File: src/design/rcbr_params.svh
// offsets, field positions, reset values and timing counts of the regulator and reset block
`ifndef RCBR_PARAMS_SVH
`define RCBR_PARAMS_SVH
`define RCBR_ADDR_REGCTL 12'h000
`define RCBR_ADDR_CAUSE 12'h004
`define RCBR_ADDR_INTSTAT 12'h008
`define RCBR_ADDR_INTMASK 12'h00c
`define RCBR_ADDR_CONFIG 12'h010
`define RCBR_LPWR_BIT 15
`define RCBR_SEL_A_LSB 0
`define RCBR_SEL_B_LSB 2
`define RCBR_SEL_PLL_LSB 4
`define RCBR_REGCTL_RST 16'h0000
`define RCBR_REGCTL_ONES 16'h7fc0
`define RCBR_REGCTL_WMASK 16'h803f
`define RCBR_CAUSE_BO_BIT 1
`define RCBR_INT_BO_BIT 0
`define RCBR_INT_REL_BIT 1
`define RCBR_CFG_OSC_BIT 0
`define RCBR_CFG_PLL_BIT 1
`define RCBR_CFG_XTAL_BIT 2
`define RCBR_CFG_PWRUP0_BIT 3
`define RCBR_CFG_RST 4'h0
`define RCBR_CLK_PERIOD_NS 100
`define RCBR_STARTUP_NS 102400
`define RCBR_PWRUP_NS 1000000
`define RCBR_FSCM_NS 500000
`define RCBR_STARTUP_CYCLES ((`RCBR_STARTUP_NS + `RCBR_CLK_PERIOD_NS - 1) / `RCBR_CLK_PERIOD_NS)
`define RCBR_PWRUP_CYCLES ((`RCBR_PWRUP_NS + `RCBR_CLK_PERIOD_NS - 1) / `RCBR_CLK_PERIOD_NS)
`define RCBR_FSCM_CYCLES ((`RCBR_FSCM_NS + `RCBR_CLK_PERIOD_NS - 1) / `RCBR_CLK_PERIOD_NS)
`endif

File: src/design/rcbr_pkg.sv
// types of the regulator and reset block
package rcbr_pkg;
  typedef enum logic [2:0]
  {
    st_run = 3'b001,
    st_brown = 3'b010,
    st_wait = 3'b100
  } rcbr_state_e;
  typedef logic [15:0] rcbr_cnt_t;
endpackage : rcbr_pkg

File: src/design/rcbr_sync3.sv
// three-stage pin synchroniser with agreement filter
`timescale 1ns/1ps
`default_nettype none
module rcbr_sync3
(
  input wire logic clock_in,
  input wire logic rst_n_in,
  input wire logic pin_in,
  output logic level_out
);
  logic s1_q;
  logic s2_q;
  logic s3_q;
  logic lvl_q;

  always_ff @(posedge clock_in)
  begin
    if (!rst_n_in)
    begin
      s1_q <= 1'b0;
      s2_q <= 1'b0;
      s3_q <= 1'b0;
      lvl_q <= 1'b0;
    end
    else
    begin
      s1_q <= pin_in;
      s2_q <= s1_q;
      s3_q <= s2_q;
      // change counts only once stages two and three agree
      if (s2_q == s3_q)
      begin
        lvl_q <= s3_q;
      end
    end
  end

  assign level_out = lvl_q;
endmodule : rcbr_sync3
`default_nettype wire

File: src/design/rcbr_delay.sv
// loadable down-counter; done while the count is zero
`timescale 1ns/1ps
`default_nettype none
module rcbr_delay
(
  input wire logic clock_in,
  input wire logic rst_n_in,
  input wire logic start_in,
  input wire rcbr_pkg::rcbr_cnt_t load_in,
  output logic done_out
);
  rcbr_pkg::rcbr_cnt_t cnt_q;

  always_ff @(posedge clock_in)
  begin
    if (!rst_n_in)
    begin
      cnt_q <= 16'h0000;
    end
    else if (start_in)
    begin
      cnt_q <= load_in;
    end
    else if (cnt_q != 16'h0000)
    begin
      cnt_q <= cnt_q - 16'h0001;
    end
  end

  assign done_out = (cnt_q == 16'h0000);
endmodule : rcbr_delay
`default_nettype wire

File: src/design/rcbr_top.sv
// regulator control register and supply-drop reset sequencer with apb slave
//
// Notes on behaviour
// - low_power_regulator_enable at bit 15 puts all regulators in low power when one.
// - three two-bit selects at bits 5-4, 3-2, 1-0 each steer only their own regulator.
// - bits 14-6 of regulator_control read as one.
// - a supply drop produces a reset that resets the whole device.
// - on a supply-drop reset the clock source follows the stored oscillator settings.
// - with an oscillator mode set the startup timer runs and the clock stays gated till it ends.
// - with the pll in use the clock stays held until pll lock reads one.
// - the power-up delay runs alongside clock start-up before internal reset is released.
// - with zero power-up delay and a crystal the fail-safe monitor delay is used instead.
// - a supply-drop reset sets the supply_drop_reset flag in reset_cause_register.
// - supply-drop detection stays active in sleep and idle and resets on every drop; the pin filter ignores a drop seen in only one clock sample.
`include "rcbr_params.svh"
`timescale 1ns/1ps
`default_nettype none
module rcbr_top
#(
  parameter logic [15:0] PWRUP_CYCLES = 16'(`RCBR_PWRUP_CYCLES),
  parameter logic [15:0] FSCM_CYCLES = 16'(`RCBR_FSCM_CYCLES)
)
(
  input wire logic clock_in,
  input wire logic rst_n_in,
  input wire logic psel_in,
  input wire logic penable_in,
  input wire logic pwrite_in,
  input wire logic [11:0] paddr_in,
  input wire logic [31:0] pwdata_in,
  output logic [31:0] prdata_out,
  output logic pready_out,
  output logic pslverr_out,
  input wire logic supply_low_in,
  input wire logic pll_lock_in,
  output logic low_power_regulator_enable_out,
  output logic [1:0] core_regulator_a_voltage_sel_out,
  output logic [1:0] core_regulator_b_voltage_sel_out,
  output logic [1:0] pll_regulator_voltage_sel_out,
  output logic [8:0] regulator_level_out,
  output logic device_reset_out,
  output logic clock_hold_out,
  output logic irq_out
);
  localparam logic [15:0] STARTUP_CYCLES = 16'(`RCBR_STARTUP_CYCLES);

  rcbr_pkg::rcbr_state_e state_q;
  rcbr_pkg::rcbr_state_e state_d;
  logic [15:0] regctl_q;
  logic [3:0] cfg_q;
  logic bo_flag_q;
  logic [1:0] stat_q;
  logic [1:0] mask_q;
  logic [31:0] prdata_q;
  logic pslverr_q;
  logic rst_q;
  logic hold_q;
  logic [8:0] level_q;
  logic low_s;
  logic lock_s;
  logic start_done;
  logic rel_done;

  // apb decode
  wire setup = psel_in && !penable_in;
  wire acc = psel_in && penable_in;
  wire wr = acc && pwrite_in;
  wire hit_regctl = (paddr_in == `RCBR_ADDR_REGCTL);
  wire hit_cause = (paddr_in == `RCBR_ADDR_CAUSE);
  wire hit_stat = (paddr_in == `RCBR_ADDR_INTSTAT);
  wire hit_mask = (paddr_in == `RCBR_ADDR_INTMASK);
  wire hit_cfg = (paddr_in == `RCBR_ADDR_CONFIG);
  wire hit_any = hit_regctl || hit_cause || hit_stat || hit_mask || hit_cfg;
  wire wr_regctl = wr && hit_regctl;
  wire wr_cause = wr && hit_cause;
  wire wr_mask = wr && hit_mask;
  wire wr_cfg = wr && hit_cfg;
  wire rd_stat = acc && !pwrite_in && hit_stat;
  wire [15:0] regctl_rd = regctl_q | `RCBR_REGCTL_ONES;
  wire [31:0] rd_mux =
    hit_regctl ? {16'h0000, regctl_rd} :
    hit_cause ? {30'h0000_0000, bo_flag_q, 1'b0} :
    hit_stat ? {30'h0000_0000, stat_q} :
    hit_mask ? {30'h0000_0000, mask_q} :
    hit_cfg ? {28'h000_0000, cfg_q} : 32'h0000_0000;

  // stored oscillator settings
  wire cfg_osc = cfg_q[`RCBR_CFG_OSC_BIT];
  wire cfg_pll = cfg_q[`RCBR_CFG_PLL_BIT];
  wire cfg_xtal = cfg_q[`RCBR_CFG_XTAL_BIT];
  wire cfg_pwrup0 = cfg_q[`RCBR_CFG_PWRUP0_BIT];

  // sequencer terms
  wire bo_enter = low_s && (state_q != rcbr_pkg::st_brown);
  wire seq_start = (state_q == rcbr_pkg::st_brown) && !low_s;
  wire start_ok = !cfg_osc || start_done;
  wire lock_ok = !cfg_pll || lock_s;
  wire clk_ok = start_ok && lock_ok;
  wire rel_event = (state_q == rcbr_pkg::st_wait) && !low_s && clk_ok && rel_done;
  // crystal with zero power-up delay swaps in the monitor delay
  wire [15:0] rel_load = cfg_pwrup0 ? (cfg_xtal ? FSCM_CYCLES : 16'h0000) : PWRUP_CYCLES;
  wire [15:0] start_load = cfg_osc ? STARTUP_CYCLES : 16'h0000;
  wire [1:0] ev = {rel_event, bo_enter};
  wire [1:0] stat_clr = rd_stat ? prdata_q[1:0] : 2'b00;

  rcbr_sync3 u_sync_low
  (
    .clock_in(clock_in),
    .rst_n_in(rst_n_in),
    .pin_in(supply_low_in),
    .level_out(low_s)
  );

  rcbr_sync3 u_sync_lock
  (
    .clock_in(clock_in),
    .rst_n_in(rst_n_in),
    .pin_in(pll_lock_in),
    .level_out(lock_s)
  );

  rcbr_delay u_startup
  (
    .clock_in(clock_in),
    .rst_n_in(rst_n_in),
    .start_in(seq_start),
    .load_in(start_load),
    .done_out(start_done)
  );

  rcbr_delay u_rel
  (
    .clock_in(clock_in),
    .rst_n_in(rst_n_in),
    .start_in(seq_start),
    .load_in(rel_load),
    .done_out(rel_done)
  );

  // sequencer next state
  always_comb
  begin
    state_d = state_q;
    case (state_q)
      rcbr_pkg::st_run:
      begin
        if (low_s)
        begin
          state_d = rcbr_pkg::st_brown;
        end
      end
      rcbr_pkg::st_brown:
      begin
        if (!low_s)
        begin
          state_d = rcbr_pkg::st_wait;
        end
      end
      rcbr_pkg::st_wait:
      begin
        if (low_s)
        begin
          state_d = rcbr_pkg::st_brown;
        end
        else if (clk_ok && rel_done)
        begin
          state_d = rcbr_pkg::st_run;
        end
      end
      default:
      begin
        state_d = rcbr_pkg::st_brown;
      end
    endcase
  end

  wire rst_d = (state_d != rcbr_pkg::st_run);
  // timers load on the entry edge; their stale done flags must not free the clock
  wire hold_d = (state_d == rcbr_pkg::st_brown) ||
                ((state_d == rcbr_pkg::st_wait) && (seq_start || !clk_ok));

  always_ff @(posedge clock_in)
  begin
    if (!rst_n_in)
    begin
      state_q <= rcbr_pkg::st_run;
      rst_q <= 1'b0;
      hold_q <= 1'b0;
    end
    else
    begin
      state_q <= state_d;
      rst_q <= rst_d;
      hold_q <= hold_d;
    end
  end

  // regulator control; the device reset clears it
  always_ff @(posedge clock_in)
  begin
    if (!rst_n_in || bo_enter)
    begin
      regctl_q <= `RCBR_REGCTL_RST;
    end
    else if (wr_regctl)
    begin
      regctl_q <= pwdata_in[15:0] & `RCBR_REGCTL_WMASK;
    end
  end

  // set wins over clear so no drop is lost
  always_ff @(posedge clock_in)
  begin
    if (!rst_n_in)
    begin
      bo_flag_q <= 1'b0;
    end
    else if (bo_enter)
    begin
      bo_flag_q <= 1'b1;
    end
    else if (wr_cause && pwdata_in[`RCBR_CAUSE_BO_BIT])
    begin
      bo_flag_q <= 1'b0;
    end
  end

  // oscillator settings and mask survive the device reset
  always_ff @(posedge clock_in)
  begin
    if (!rst_n_in)
    begin
      cfg_q <= `RCBR_CFG_RST;
      mask_q <= 2'b00;
    end
    else
    begin
      if (wr_cfg)
      begin
        cfg_q <= pwdata_in[3:0];
      end
      if (wr_mask)
      begin
        mask_q <= pwdata_in[1:0];
      end
    end
  end

  // read clears only the bits that were returned
  always_ff @(posedge clock_in)
  begin
    if (!rst_n_in)
    begin
      stat_q <= 2'b00;
    end
    else
    begin
      stat_q <= (stat_q & ~stat_clr) | ev;
    end
  end

  always_ff @(posedge clock_in)
  begin
    if (!rst_n_in)
    begin
      prdata_q <= 32'h0000_0000;
      pslverr_q <= 1'b0;
    end
    else if (setup)
    begin
      prdata_q <= pwrite_in ? 32'h0000_0000 : rd_mux;
      pslverr_q <= !hit_any;
    end
  end

  // per-regulator level decode, one-hot {1.2 V, 1.0 V, 0.8 V}
  genvar gi;
  generate
    for (gi = 0; gi < 3; gi++)
    begin : g_reg
      wire [1:0] sel = regctl_q[2*gi+1:2*gi];
      logic [2:0] lvl_q;
      always_ff @(posedge clock_in)
      begin
        if (!rst_n_in)
        begin
          lvl_q <= 3'b100;
        end
        else
        begin
          lvl_q <= (sel == 2'b01) ? 3'b001 :
                   (sel == 2'b10) ? 3'b010 : 3'b100;
        end
      end
      assign level_q[3*gi+2:3*gi] = lvl_q;
    end
  endgenerate

  assign prdata_out = prdata_q;
  assign pready_out = 1'b1;
  assign pslverr_out = pslverr_q && acc;
  assign low_power_regulator_enable_out = regctl_q[`RCBR_LPWR_BIT];
  assign core_regulator_a_voltage_sel_out = regctl_q[`RCBR_SEL_A_LSB+1:`RCBR_SEL_A_LSB];
  assign core_regulator_b_voltage_sel_out = regctl_q[`RCBR_SEL_B_LSB+1:`RCBR_SEL_B_LSB];
  assign pll_regulator_voltage_sel_out = regctl_q[`RCBR_SEL_PLL_LSB+1:`RCBR_SEL_PLL_LSB];
  assign regulator_level_out = level_q;
  assign device_reset_out = rst_q;
  assign clock_hold_out = hold_q;
  assign irq_out = |(stat_q & mask_q);
endmodule : rcbr_top
`default_nettype wire

File: config.mk
export PLATFORM = sky130hd
export DESIGN_NAME = rcbr_top
export DESIGN_NICKNAME = d
export VERILOG_FILES = /design/src/design/rcbr_pkg.sv /design/src/design/rcbr_sync3.sv /design/src/design/rcbr_delay.sv /design/src/design/rcbr_top.sv
export VERILOG_INCLUDE_DIRS = /design/src /design/src/design
export SDC_FILE = /design/constraint.sdc
export NUM_CORES = 1
export LEC_CHECK = 0
export BUFFER_PORTS_ARGS = -buffer_cell sky130_fd_sc_hd__buf_2
export CELL_PAD_IN_SITES_DETAIL_PLACEMENT = 1
export CELL_PAD_IN_SITES_GLOBAL_PLACEMENT = 2
export CORE_MARGIN = 2
export CORE_UTILIZATION = 33
export CTS_CLUSTER_DIAMETER = 40
export DETAILED_ROUTE_END_ITERATION = 8
export HOLD_SLACK_MARGIN = 0.06
export PLACE_DENSITY_LB_ADDON = 0.1
export REMOVE_ABC_BUFFERS = 1
export SYNTH_ARGS = -nofsm -noshare
export SYNTH_HDL_FRONTEND = slang
export SYNTH_SLANG_ARGS = --single-unit
File: constraint.sdc
create_clock -name clock_in -period 4.7 [get_ports clock_in]
set_input_delay 0.235 -clock clock_in [delete_from_list [all_inputs] [get_ports clock_in]]
set_output_delay 0.235 -clock clock_in [all_outputs]
set_load 0.01 [all_outputs]
# == Yosys cells after proc, flatten, opt, wreduce, memory -nomap -nowiden ==
# Index checks and enable logic that the tools add are counted.
# op_classes
addsub,2
mul,0
n_div,0
order_cmp,0
n_eq_ne,19
shift,0
n_mux,27
n_bitwise,5
n_reduce_logical,48
# ops
op,n
two-way mux 16 bit,6
zero test 16 bit,2
nonzero test 16 bit,2
subtractor 16 x 1 -> 16 bit (second input constant),2
two-way mux 3 bit,10
equality test 12 x 4 -> 1 bit (second input constant),2
logical AND 1 bit,19
two-way mux 4 bit,4
two-way mux 14 bit,1
two-way mux 13 bit,1
equality test 12 x 3 -> 1 bit (second input constant),1
equality test 12 x 5 -> 1 bit (second input constant),1
zero test 12 bit,1
two-way mux 11 bit,1
logical OR 1 bit,9
case mux 3 bit (3 select lines),1
zero test 1 bit,8
OR reduction 2 bit,4
equality test 2 x 1 -> 1 bit (second input constant),3
equality test 2 bit (second input constant),3
equality test 3 x 2 -> 1 bit (second input constant),2
equality test 3 bit (second input constant),2
nonzero test 2 bit,3
AND 2 bit,2
other kinds (9),11
# totals
reg_bits,103
latchBits,0
ramBits,0
romBits,0
in_bits,51
output_inout_bits,53
wordCells,127
memories,0

# == Logic depth before layout (Yosys ltp) ==
# depth
word_depth,10
ltp_mapped,7
mapped_depth_nobuf,6

# == Cells and area by module ==
# From an unflattened synthesis, not the netlist that was laid out.
# hier_totals
cells_unflattened,468
hier_area_um2,4090.2
# modules_own_cells
mod,n_inst,cells_per_inst,area_each_um2
rcbr_top,1,216,1978.1
rcbr_delay,2,116,939.7
rcbr_sync3,2,10,116.4

# == Least setup slack after synthesis ==
# No wires, ideal clock.
# synth_timing
path_type,register to register
from,register u_rel.cnt_q[0]
to,register u_rel.cnt_q[14]
setup_time_ps,70
arrival_ps,1975
required_time_ps,4630
slack_ps,2655
stages_incl_launch_ff,7
n_path_buf,0
cell_sequence,dfxtp_1 -> inv_1 -> ha_1 -> nor3b_1 -> nand4_1 -> or4b_2 -> a21oi_1
# synth_via
elab_chain_len,3
# synth_lines
item,line_no,text
"start, declared",rcbr_delay.sv:12,rcbr_pkg::rcbr_cnt_t cnt_q;
"start signal, assigned",rcbr_delay.sv:22,cnt_q <= load_in;
"start signal, assigned",rcbr_delay.sv:26,cnt_q <= cnt_q - 16'h0001;
subtractor 16 x 1 -> 16 bit,rcbr_delay.sv:26,
two-way mux 16 bit,rcbr_delay.sv:24,else if (cnt_q != 16'h0000)
two-way mux 16 bit,rcbr_delay.sv:20,else if (start_in)
# Parallel ways exist; a longest one is shown, timed or not. The select of a mux whose other input is x is not followed.
# A chain may end at the register's enable or synchronous reset.

# == Worst setup path after layout ==
# Same ends and word-level chain as after synthesis.

==> results.json <==
{
  "worstPathArrival_ns": 2.76,
  "grt_pass1_vias": 3508,
  "fin_setup_tns_ns": 0,
  "required_ns": 4.95,
  "reg2reg_from": "u_rel.cnt_q[0]",
  "syn_area_um2": 3943,
  "post_cts_buffers": 0,
  "cap_violations": 0,
  "finalSetupViolCount": 0,
  "overflow": 0,
  "die_h_um": 113.3,
  "drtPass1Iterations": 4,
  "syn_avg_cell_area_um2": 8.460,
  "num_io_pins": 104,
  "final_cell_mix": "dfxtp_1 (79), buf_2 (61), a21oi_1 (41)",
  "drv_slew": 0,
  "cpPeakStageDelay_ns": 0.67,
  "worstSetupPathType": "reg -> reg",
  "fill_cells": 1389,
  "peakVddDrop_mv": 0.1708,
  "syn_inst": 466,
  "grt_pass1_wl_mm": 17.22,
  "hp-class": "in -> reg",
  "min_period_over_period_pct": 53.42,
  "reg2reg_depth": 6,
  "gp_congestion": 0.7581,
  "rows": 39,
  "clk_path_buf_depth": 2,
  "antennaDiodeCount": 0,
  "htree_levels": 3,
  "min_period_ns": 2.511,
  "synth_top_cell_by_area": "dfxtp_1",
  "multiInputGateArea_um2": 2074,
  "cts_root_buffer": "clkbuf_16",
  "portBuffers": 61,
  "yosysSeqAreaShare_pct": 40.11,
  "yosys.area.top_type_share_pct": 40.11,
  "antenna_found_initial": 0,
  "design_power_total_w": 0.002678,
  "finClkSkew_ns": 0.003704,
  "hold_viol": 0,
  "max_freq_ghz": 0.3983,
  "crit_fanout": 6,
  "cts-buffers-inserted": 9,
  "start_kind": "flip-flop",
  "synth_area_leaders": "dfxtp_1 (40%), a21oi_1 (5.2%), buf_4 (4.8%)",
  "crit_path_end_kind": "flip-flop",
  "drt_iter0_drc": 122,
  "die_area_um2": 12840,
  "start_util_pct": 34.24,
  "die-width_um": 113.3,
  "grt_max_degree": 34,
  "power_density_nw_per_um2": 590.2,
  "synth_edf_count": 0,
  "drc": 0,
  "synthToLayoutAreaGrowth_pct": 15.07,
  "clock_latency_ns": 0.34,
  "r2r_end": "u_rel.cnt_q[14]",
  "slowest_stage": "or4b_2",
  "ant_nets": 0,
  "place_inst": 640,
  "r2r_setup_slack_ns": 2.19,
  "post_drt_wl_per_cell_um": 16.01,
  "rsz0062_at_grt": "no",
  "synth_flop_cell": "dfxtp_1",
  "cts.clk_slew.worst_paths_ns": 0.06,
  "cts_tree": "yes",
  "clock_sinks": 79,
  "ys_ff_latch": 79,
  "viasPerCell": 5.347,
  "hold-path-cell-count": 2,
  "stdcell_count": 655,
  "final_common_cell": "dfxtp_1",
  "drive_gt1_share_pct": 16.21,
  "seq_area_um2": 1582,
  "grt_util_all_layers_pct": 16.89,
  "status": "finished clean",
  "via_count": 3502,
  "ys_types": 49,
  "min_to": "u_sync_low.s1_q",
  "slew_headroom_pct": 30.76,
  "fp.coreArea_um2": 11520,
  "tightest_slew_ns": 1.029,
  "yosysWarningCount": 0,
  "p_leak_nw": 1.759,
  "worstPathCellList": "inv_1 -> ha_1 -> nor3b_1 -> nand4_1 -> or4b_2 -> a21oi_1",
  "wl_mm": 10.49,
  "cts_resized": 0,
  "num-nets-final": 568,
  "min-delay-start": "supply_low_in",
  "cts_hold_buf": 0,
  "place_hpwl_mm": 7.467,
  "ys_async_sr_fraction_pct": 0
}
## layout make-up
type                       count  area share (%)
multi-input combinational    336           45.73
sequential                    79           34.86
timing repair buffer          62           6.895
clock buffer                  12           5.433
tap                          143           3.944
inverter                      20           1.655
clock inverter                 3           1.489
## worst max path at each step
stage | slack (ns) | cells past startpoint | start | end
after global routing | 1.96 | 6 | u_rel.cnt_q[0] | u_rel.cnt_q[14]
after CTS | 2.16 | 6 | u_rel.cnt_q[0] | u_rel.cnt_q[14]
final | 2.19 | 6 | u_rel.cnt_q[0] | u_rel.cnt_q[14]
after global placement | 2.28 | 6 | u_rel.cnt_q[0] | u_rel.cnt_q[14]
after floorplan | 2.65 | 6 | u_rel.cnt_q[0] | u_rel.cnt_q[14]
after detailed placement | 2.18 | 6 | u_rel.cnt_q[0] | u_rel.cnt_q[14]
## sequential cells by signal, indices dropped and copies added (netlist names), 3 cells and up
signal	count
regctl_q	7
u_rel.cnt_q	16
state_q	3
prdata_out	8
u_startup.cnt_q	16
cfg_q	4
g.lvl_q	9
## report_power, final
group / switching, W / total [W] / internal [W]
logic: 0.000579 / 0.000971 / 0.000392
clock network: 0.000282 / 0.000759 / 0.000477
registers: 0.000150 / 0.000947 / 0.000797
## critical path: cells and delay by family, from the launching register on
| family | cells | cell delay (ns) |
|---|---|---|
| fa+ha+maj | 1 | 0.21 |
| buf+inv | 1 | 0.13 |
| flops | 1 | 0.37 |
| simple gates | 3 | 1.54 |
| compound gates | 1 | 0.16 |
## synthesized netlist by cell type (9+ instances only)
library cell and instances:
inv_1 19, nand2_1 29, and2_1 12, dfxtp_1 79
mux2i_1 9, nand4_1 13, a21oi_1 41, nand4b_1 14
nor2_1 24, nand3_1 12, buf_4 25, nor4_1 13
o21ai_0 28, ha_1 9, nor3_1 11, nand2b_1 14
clkbuf_1 20
## cells by family (layout without fill, tap and decap cells)
family | after synthesis | in the layout | share of synthesized area [%]
and+or+nand+nor | 190 | 190 | 28.56
AOI/OAI and AO/OA | 102 | 102 | 15.30
DFF | 79 | 79 | 40.11
buffers and inverters | 66 | 97 | 8.695
adders and majority gates | 9 | 9 | 2.856
xor gates and xnor gates | 9 | 9 | 1.999
muxes | 9 | 9 | 2.285
other | 2 | 17 | 0.1905
## through the flow
| stage | hold slack [ns] | utilization [%] | setup slack, ns | cell area [um2] |
|---|---|---|---|---|
| 5_1_grt | 0.08315 | 39.40 | 1.961 | 4537 |
| 2_1_floorplan | 0.3080 | - | 2.646 | 3731 |
| 4_1_cts | 0.08049 | 39.40 | 2.159 | 4537 |
| 3_3_place_gp | 0.4168 | 36.67 | 2.282 | 4223 |
| 6_report | 0.09220 | 39.40 | 2.189 | 4537 |
| 3_5_place_dp | 0.4248 | 36.67 | 2.185 | 4223 |
## per-layer routing
metal | share of wire (%) | global-route usage [%]
met3 | 4.8 | 5.570
met1 | 46 | 20.34
met4 | 1.1 | 4.878
met5 | 0 | 0
met2 | 48 | 28.78
Note: power is estimated with default switching activity, not from simulation.
